==> src/rtl/ppcgw_defs.svh <==
// Constants for the pin pad configuration block.
`ifndef PPCGW_DEFS_SVH
`define PPCGW_DEFS_SVH
`define PPCGW_NPINS        32
`define PPCGW_ADDR_W       8
`define PPCGW_PCR_STRIDE   8'h04
`define PPCGW_OFF_GLOW     8'h80
`define PPCGW_OFF_GHIGH    8'h84
`define PPCGW_BIT_PS       0
`define PPCGW_BIT_PE       1
`define PPCGW_BIT_SRE      2
`define PPCGW_BIT_PFE      4
`define PPCGW_BIT_DSE      6
`define PPCGW_BIT_LK       15
`define PPCGW_MUX_HI       10
`define PPCGW_MUX_LO       8
`define PPCGW_MUX_OFF      3'h0
`define PPCGW_WMASK        16'h8757
`define PPCGW_RESET_VAL    16'h0000
`define PPCGW_STRB_ALL     4'hF
`endif

==> src/rtl/ppcgw_pkg.sv <==
// Types shared by the pin pad configuration block.
package ppcgw_pkg;
  typedef logic [15:0] ppcgw_half_t;
  typedef logic [31:0] ppcgw_word_t;
endpackage : ppcgw_pkg

==> src/rtl/ppcgw_top.sv <==
// Pin control registers lower half with global multi-pin writes over APB.
//
// Design decision made here: register access over APB.
`timescale 1ns/10ps
`include "ppcgw_defs.svh"
module ppcgw_top
  import ppcgw_pkg::*;
#(
  parameter logic [31:0] CAP_DSE = 32'hFFFFFFFF,
  parameter logic [31:0] CAP_PFE = 32'hFFFFFFFF,
  parameter logic [31:0] CAP_SRE = 32'hFFFFFFFF,
  parameter logic [31:0] CAP_PE  = 32'hFFFFFFFF,
  parameter logic [31:0] CAP_PS  = 32'hFFFFFFFF,
  parameter logic [31:0] FIX_PS  = 32'h00000000
) (
  input  wire logic        clk,
  input  wire logic        resetn,
  input  wire logic        psel,
  input  wire logic        penable,
  input  wire logic        pwrite,
  input  wire logic [7:0]  paddr,
  input  wire logic [31:0] pwdata,
  input  wire logic [3:0]  pstrb,
  output logic             pready,
  output logic             pslverr,
  output logic [31:0]      prdata,
  input  wire logic [31:0] outBufReq,
  output logic [31:0]      highDrive,
  output logic [31:0]      slowSlew,
  output logic [31:0]      filterOn,
  output logic [31:0]      pullUpOn,
  output logic [31:0]      pullDownOn,
  output logic [31:0]      inBufOn,
  output logic [31:0]      outBufOn
);
  logic        rstMeta;
  logic        rstSync;
  ppcgw_half_t pcr      [`PPCGW_NPINS];
  ppcgw_half_t next_pcr [`PPCGW_NPINS];
  logic        next_pready;
  logic        next_pslverr;
  ppcgw_word_t next_prdata;
  logic [31:0] next_highDrive;
  logic [31:0] next_slowSlew;
  logic [31:0] next_filterOn;
  logic [31:0] next_pullUpOn;
  logic [31:0] next_pullDownOn;
  logic [31:0] next_inBufOn;
  logic [31:0] next_outBufOn;
  logic        setupWr;
  logic        setupRd;
  logic        isGlow;
  logic        isGhigh;
  logic        isPcr;
  logic [4:0]  pcrIdx;

  always_ff @(posedge clk or negedge resetn) begin
    if (!resetn) begin
      rstMeta <= 1'b0;
      rstSync <= 1'b0;
    end else begin
      rstMeta <= 1'b1;
      rstSync <= rstMeta;
    end
  end

  assign setupWr = psel && !penable && pwrite;
  assign setupRd = psel && !penable && !pwrite;
  assign isGlow  = (paddr == `PPCGW_OFF_GLOW);
  assign isGhigh = (paddr == `PPCGW_OFF_GHIGH);
  assign isPcr   = (paddr < `PPCGW_OFF_GLOW) && (paddr[1:0] == 2'h0);
  assign pcrIdx  = paddr[6:2];

  // Writable mask for one pin: fixed-function bits stay read-only.
  function automatic ppcgw_half_t pinMask(input int unsigned n);
    ppcgw_half_t m;
    m = `PPCGW_WMASK;
    m[`PPCGW_BIT_DSE] = CAP_DSE[n];
    m[`PPCGW_BIT_PFE] = CAP_PFE[n];
    m[`PPCGW_BIT_SRE] = CAP_SRE[n];
    m[`PPCGW_BIT_PE]  = CAP_PE[n];
    m[`PPCGW_BIT_PS]  = CAP_PS[n] && !FIX_PS[n];
    return m;
  endfunction : pinMask

  // Register writes take effect in the setup cycle; the access phase then completes.
  always_comb begin
    for (int i = 0; i < `PPCGW_NPINS; i++) begin
      ppcgw_half_t m;
      logic        hit;
      logic [15:0] val;
      m   = pinMask(i);
      hit = 1'b0;
      val = pcr[i];
      next_pcr[i] = pcr[i];
      if (setupWr && isPcr && pcrIdx == 5'(i)) begin
        hit = 1'b1;
        if (pstrb[0]) val[7:0]  = pwdata[7:0];
        if (pstrb[1]) val[15:8] = pwdata[15:8];
      end
      if (setupWr && pstrb == `PPCGW_STRB_ALL) begin
        if (i < 16 && isGlow && pwdata[16 + (i % 16)]) begin
          hit = 1'b1;
          val = pwdata[15:0];
        end
        if (i >= 16 && isGhigh && pwdata[i]) begin
          hit = 1'b1;
          val = pwdata[15:0];
        end
      end
      if (hit && !pcr[i][`PPCGW_BIT_LK]) begin
        next_pcr[i] = (val & m) | (pcr[i] & ~m);
      end
    end
  end

  always_comb begin
    next_pready  = psel && !penable;
    next_pslverr = psel && !penable && !(isPcr || isGlow || isGhigh);
    next_prdata  = '0;
    if (setupRd && isPcr) begin
      next_prdata = {16'h0000, pcr[pcrIdx]};
    end else if (setupRd) begin
      next_prdata = '0;
    end
  end

  // Pad controls follow the register settings and the mux field.
  always_comb begin
    for (int i = 0; i < `PPCGW_NPINS; i++) begin
      logic dig;
      logic pullAct;
      dig = pcr[i][`PPCGW_MUX_HI:`PPCGW_MUX_LO] != `PPCGW_MUX_OFF;
      pullAct = dig && pcr[i][`PPCGW_BIT_PE] && !(dig && outBufReq[i]);
      next_outBufOn[i]   = dig && outBufReq[i];
      next_inBufOn[i]    = dig;
      next_highDrive[i]  = dig && outBufReq[i] && pcr[i][`PPCGW_BIT_DSE];
      next_slowSlew[i]   = dig && outBufReq[i] && pcr[i][`PPCGW_BIT_SRE];
      next_filterOn[i]   = dig && pcr[i][`PPCGW_BIT_PFE];
      next_pullUpOn[i]   = pullAct && pcr[i][`PPCGW_BIT_PS];
      next_pullDownOn[i] = pullAct && !pcr[i][`PPCGW_BIT_PS];
    end
  end

  always_ff @(posedge clk or negedge rstSync) begin
    if (!rstSync) begin
      for (int i = 0; i < `PPCGW_NPINS; i++) begin
        pcr[i] <= `PPCGW_RESET_VAL;
      end
      pready     <= 1'b0;
      pslverr    <= 1'b0;
      prdata     <= '0;
      highDrive  <= '0;
      slowSlew   <= '0;
      filterOn   <= '0;
      pullUpOn   <= '0;
      pullDownOn <= '0;
      inBufOn    <= '0;
      outBufOn   <= '0;
    end else begin
      for (int i = 0; i < `PPCGW_NPINS; i++) begin
        pcr[i] <= next_pcr[i];
      end
      pready     <= next_pready;
      pslverr    <= next_pslverr;
      prdata     <= next_prdata;
      highDrive  <= next_highDrive;
      slowSlew   <= next_slowSlew;
      filterOn   <= next_filterOn;
      pullUpOn   <= next_pullUpOn;
      pullDownOn <= next_pullDownOn;
      inBufOn    <= next_inBufOn;
      outBufOn   <= next_outBufOn;
    end
  end
endmodule : ppcgw_top

==> config.mk <==
export PLATFORM = sky130hd
export DESIGN_NAME = ppcgw_top
export DESIGN_NICKNAME = d
export VERILOG_FILES = /design/src/rtl/ppcgw_pkg.sv /design/src/rtl/ppcgw_top.sv
export VERILOG_INCLUDE_DIRS = /design/src /design/src/rtl
export SDC_FILE = /design/constraint.sdc
export NUM_CORES = 1
export LEC_CHECK = 0
export ABC_AREA = 0
export BUFFER_PORTS_ARGS = -buffer_cell sky130_fd_sc_hd__buf_2
export CAP_MARGIN = 0
export CORE_UTILIZATION = 30
export DETAILED_ROUTE_END_ITERATION = 12
export GPL_ROUTABILITY_DRIVEN = 0
export SETUP_SLACK_MARGIN = 0.5
export SYNTH_ARGS = -nofsm -noshare
export SYNTH_HDL_FRONTEND = slang
export SYNTH_SLANG_ARGS = --single-unit
==> constraint.sdc <==
create_clock -name clk -period 16.43 [get_ports clk]
set_clock_uncertainty 0.15 [all_clocks]
set_input_delay 0.8215 -clock clk [delete_from_list [all_inputs] [get_ports clk]]
set_output_delay 0.8215 -clock clk [all_outputs]
set_load 0.01 [all_outputs]
Word-level counts from Yosys, hierarchy flattened
Cells that the tools add are included.
{ "totals": {"register_bits": 756, "in_bits": 81, "output_inout_bits": 258, "word_cells": 868} }
{ "classes": {"n_lt_le_gt_ge": 2, "n_eq_ne": 34, "muxes": 260, "bitwise": 33, "n_reduce_logical": 495} }
{ "op_table": {"columns": ["cell", "n"], "rows": [
  ["$mux W16", 99],
  ["$mux W8", 64],
  ["$or A16 B15 Y16", 32],
  ["$logic_and A1 B1 Y1", 360],
  ["$logic_not A1 Y1", 99],
  ["$mux W1", 96],
  ["$reduce_bool A3 Y1", 32],
  ["$bmux W16 S5", 1],
  ["$eq A5 B5 Y1 const B", 16],
  ["$eq A5 B4 Y1 const B", 8],
  ["$eq A5 B3 Y1 const B", 4],
  ["$eq A8 B8 Y1 const B", 2],
  ["$eq A5 B2 Y1 const B", 2],
  ["$lt A8 B8 Y1 const B", 1],
  ["$ge A6 B6 Y1 const B", 1],
  ["$not A5 Y6", 1],
  ["$eq A5 B1 Y1 const B", 1],
  ["$logic_not A5 Y1", 1],
  ["$eq A4 B4 Y1 const B", 1],
  ["$logic_not A2 Y1", 1],
  ["$logic_or A1 B1 Y1", 2]
]} }

Longest topological paths before layout
{ "depth": {"depth_word": 9, "depth_mapped": 8, "depth_no_buf": 4} }

Least setup slack after synthesis
OpenSTA, ideal clock, no wires.
{ "synth_path": {"kind": "input-to-reg", "startpoint": "input port paddr[6]", "endpoint": "register pcr[256] (netlist bit)", "setup_ns": 0.125, "arrival_time_ns": 2.540, "t_required_ns": 16.155, "slack_ns": 13.615, "path_stages": 5, "n_path_buf": 1, "path_cell_list": "buf_6 -> or4b_4 -> or4b_4 -> a21o_4 -> mux2_4"} }
{ "synth_via": {"elab_chain_cells": 8, "word_cells_on_any_way": 15, "cone_classes": "1 x order compare; 2 x eq/ne; 6 x mux; 1 x bitwise; 5 x reduce/logical"} }
{ "synth_rtl": {"columns": ["element", "line", "source"], "rows": [
  ["start, declared", "ppcgw_top.sv:21", "input wire logic [7:0] paddr,"],
  ["$lt A8 B8 Y1 (no line)", null, null],
  ["$logic_and A1 B1 Y1", "ppcgw_top.sv:71", "assign isPcr = (paddr < `PPCGW_OFF_GLOW) && (paddr[1:0] == 2'h0);"],
  ["$logic_and A1 B1 Y1 (2 in a row)", "ppcgw_top.sv:96", "if (setupWr && isPcr && pcrIdx == 5'(i)) begin"],
  ["$mux W16 or $mux W1 (tied branches)", "ppcgw_top.sv:96", null],
  ["$mux W16 or $mux W1 (tied branches)", "ppcgw_top.sv:102", "if (i < 16 && isGlow && pwdata[16 + (i % 16)]) begin"],
  ["$mux W16 or $mux W1 (tied branches)", "ppcgw_top.sv:101", "if (setupWr && pstrb == `PPCGW_STRB_ALL) begin"],
  ["$or A16 B15 Y16 or $logic_and A1 B1 Y1 (tied branches)", "ppcgw_top.sv:112, ppcgw_top.sv:111", null],
  ["end signal, assigned by index", "ppcgw_top.sv:148", "pcr[i] <= `PPCGW_RESET_VAL;"],
  ["end signal, assigned by index", "ppcgw_top.sv:162", "pcr[i] <= next_pcr[i];"],
  ["end, declared", "ppcgw_top.sv:38", "ppcgw_half_t pcr [`PPCGW_NPINS];"]
]} }
Parallel ways exist; a longest one is shown, timed or not.
A chain may end at the register's enable or synchronous reset.

Worst setup path after layout
{ "layout_path": {"startpoint": "input port paddr[3]", "endpoint": "register prdata[4]"} }
{ "layout_via": {"elab_chain_cells": 5, "word_cells_on_any_way": 8, "cone_classes": "1 x order compare; 4 x mux; 1 x bitwise; 2 x reduce/logical"} }
{ "layout_rtl": {"columns": ["element", "line", "source"], "rows": [
  ["$not A5 Y6 (not written as such)", "ppcgw_top.sv:122", "next_prdata = {16'h0000, pcr[pcrIdx]};"],
  ["$bmux W16 S5", "ppcgw_top.sv:122", null],
  ["$mux W16 (not written as such) (2 in a row)", "ppcgw_top.sv:122", null],
  ["$mux W16 (*)", "ppcgw_top.sv:121", "if (setupRd && isPcr) begin"],
  ["via next_prdata[4]", "ppcgw_top.sv:42", "ppcgw_word_t next_prdata;"],
  ["end signal, assigned", "ppcgw_top.sv:166", "prdata <= next_prdata;"],
  ["end, declared", "ppcgw_top.sv:26", "output logic [31:0] prdata,"]
]} }
Mark *: on every way through the listed nets, which the timed path passes. The rest lies on a longest branch. The select of a mux whose other input is x is not followed.

==> results.sh <==
export IMPL_fillCellCount=7117
export IMPL_h_tree_depth=2
export IMPL_synth_seq_area_share_pct=58.3
export IMPL_yosysWarnings=0
export IMPL_post_place_cells=2783
export IMPL_clk_pin_slew_ns=0.06
export IMPL_port_buffers=315
export IMPL_hold_path_class="flop to asynchronous set/reset pin"
export IMPL_post_cts_resized=0
export IMPL_drive_above_1_share_pct=41.3
export IMPL_drt_iter0_drc=1063
export IMPL_final_cell_mix="dfrtp_1 (525), buf_2 (313), mux2_2 (276)"
export IMPL_slew_headroom_pct=27.9
export IMPL_cts_setup_buffers=0
export IMPL_dieWidth_um=276
export IMPL_synth_ff_type="dfrtp_1"
export IMPL_cp_start_kind="input port"
export IMPL_cts_hold_buf=1
export IMPL_area_growth_pct=19.2
export IMPL_criticalPathCategory="input port to flop"
export IMPL_core_um2=74400
export IMPL_wl_um=66700
export IMPL_die_h_um=276
export IMPL_syn_inst=1613
export IMPL_p_leak_nw=14.2
export IMPL_slew_viol_final=0
export IMPL_vias_per_cell=5.14
export IMPL_cts_sinks=526
export IMPL_critPathLaunch="paddr[3]"
export IMPL_worst_pin_slew_ns=1.08
export IMPL_cts_tree="yes"
export IMPL_cp_end_kind="flop"
export IMPL_vias=14900
export IMPL_hold_violations=0
export IMPL_hold_ws_ns=0.174
export IMPL_rows=100
export IMPL_design_power_total_w=0.00279
export IMPL_syn_avg_cell_area_um2=14.0
export IMPL_worstPathMaxFanout=64
export IMPL_fmax_mhz=273
export IMPL_remaining_drc_errors=0
export IMPL_grt_max_degree=196
export IMPL_root_buffer="clkbuf_16"
export IMPL_synth_top_area_cell="dfrtp_1"
export IMPL_worst_endpoint_arrival_ns=3.97
export IMPL_firstDrtPassIters=7
export IMPL_routedWlPerCell_um=23.0
export IMPL_period_share_pct=22.3
export IMPL_synth_area_um2=22600
export IMPL_ys_top_cells_by_area="dfrtp_1 (58%), mux2_2 (14%), mux4_2 (5.4%)"
export IMPL_status="finished clean"
export IMPL_tns_ns=0
export IMPL_r2r_start="rstSync$_DFF_PN0_"
export IMPL_num_io_pins=339
export IMPL_synth_top_area_share_pct=58.3
export IMPL_synth_seq_cells=526
export IMPL_cts_buffers=58
export IMPL_detail_route_antenna_nets=0
export IMPL_nets=1956
export IMPL_dieArea_um2=76400
export IMPL_peakVddDrop_uv=66.8
export IMPL_pwr_density_cell_nw_per_um2=104
export IMPL_cts_path_max_buffers=3
export IMPL_final_cell_count_no_fill=2896
export IMPL_fin_crit_ns=3.67
export IMPL_drv_cap=0
export IMPL_grtUsageTotal_pct=17.3
export IMPL_grt_pass1_vias=15400
export IMPL_final_common_cell="dfrtp_1"
export IMPL_ys_types=61
export IMPL_antenna_found_initial=11
export IMPL_required_ns=16.73
export IMPL_ys_async_sr_fraction_pct=100
export IMPL_insertion_delay_ns=0.62
export IMPL_start_util_pct=30.3
export IMPL_rsz0062_at_grt="no"
export IMPL_grt_overflow_total=0
export IMPL_setup_viol=0
export IMPL_synth_edf_count=0
export IMPL_hpwl_um=47400
export IMPL_grt_first_pass_wirelength_um=101000
cells in the mapped netlist, types with 5 or more instances:
master	n
a211oi_1	10
mux2i_1	20
and3b_1	8
nor2b_1	11
mux2_2	276
and3_1	66
mux2_4	5
nand4_1	89
nand2_1	37
nor4bb_1	32
nand3_1	5
buf_2	30
clkbuf_1	86
and4b_1	51
a221oi_1	9
and2_1	66
o221ai_1	12
a21oi_1	38
a21oi_2	17
dfrtp_1	526
o21bai_1	6
buf_1	6
or3_1	34
a21o_1	33
mux4_2	54
buf_4	24
registers in the layout, indices dropped and copies added (netlist names):
name        count
pullUpOn       32
pready          1
outBufOn       32
filterOn       32
slowSlew       32
highDrive      32
pcr           288
pslverr         1
inBufOn        32
pullDownOn     32
rstSync         1
prdata         10
rstMeta         1
cell type report:
type / count / area, µm² / area share [%]
repair buffers: 333 / 1730 / 6.43
diodes: 4 / 10.0 / 0.0372
clock buffers: 86 / 1730 / 6.42
multi-input cells: 953 / 8790 / 32.6
flip-flops and latches: 526 / 13200 / 48.9
inverters: 3 / 11.3 / 0.0418
well taps: 969 / 1210 / 4.50
clock inverters: 22 / 269 / 0.999
cells by family after synthesis:
kind of cell	after synthesis	synth area share, %
multiplexers	355	20.4
AND/OR/NAND/NOR	430	13.3
flip-flops	526	58.3
AO/OA/AOI/OAI	150	4.93
buffers and inverters	150	3.09
other	2	0.0333
path summary, 6_finish.rpt:
check / cells after the start / slack (ns) / to
max in group asynchronous: 2 / 13.59 / highDrive[23]$_DFF_PN0_
min in group clk: 0 / 0.21 / rstSync$_DFF_PN0_
hold reg to reg: 0 / 0.17 / outBufOn[3]$_DFF_PN0_
setup / recovery: 6 / 12.76 / prdata[4]$_DFF_PN0_
hold / removal: 0 / 0.17 / outBufOn[3]$_DFF_PN0_
setup reg to reg: 2 / 13.59 / highDrive[23]$_DFF_PN0_
power by group:
group          internal, W  total, W  switching, W
Combinational    0.0000369  0.000133     0.0000959
Clock             0.000806   0.00134      0.000539
Sequential         0.00131   0.00131    0.00000908
Total              0.00215   0.00279      0.000644
per-stage QoR:
stage	util [%]	setup WS, ns	instance area (µm²)
detailed placement	33.4	12.08	24900
floorplan	-	0.534	22600
finish	36.2	12.76	26900
CTS	36.1	12.73	26900
global route	36.2	12.57	26900
global placement	33.4	12.15	24900
critical path, cell delays in order:
cell and delay, ns:
buf_4 0.57, buf_4 0.92, mux4_2 0.63, a22o_1 0.27
a211oi_1 0.59, a211oi_1 0.10
routing by layer:
| layer | share of wire [%] | global-route usage, % | wire length, µm | vias to the layer above |
|---|---|---|---|---|
| met5 | 0.13 | 0 | 89 | - |
| met4 | 2.3 | 4.63 | 1510 | 14 |
| met3 | 6.0 | 3.81 | 3990 | 91 |
| met2 | 48 | 27.9 | 31800 | 460 |
| met1 | 44 | 23.5 | 29300 | 7784 |
| li1 | - | - | - | 6547 |
(Power assumes the default switching activity.)
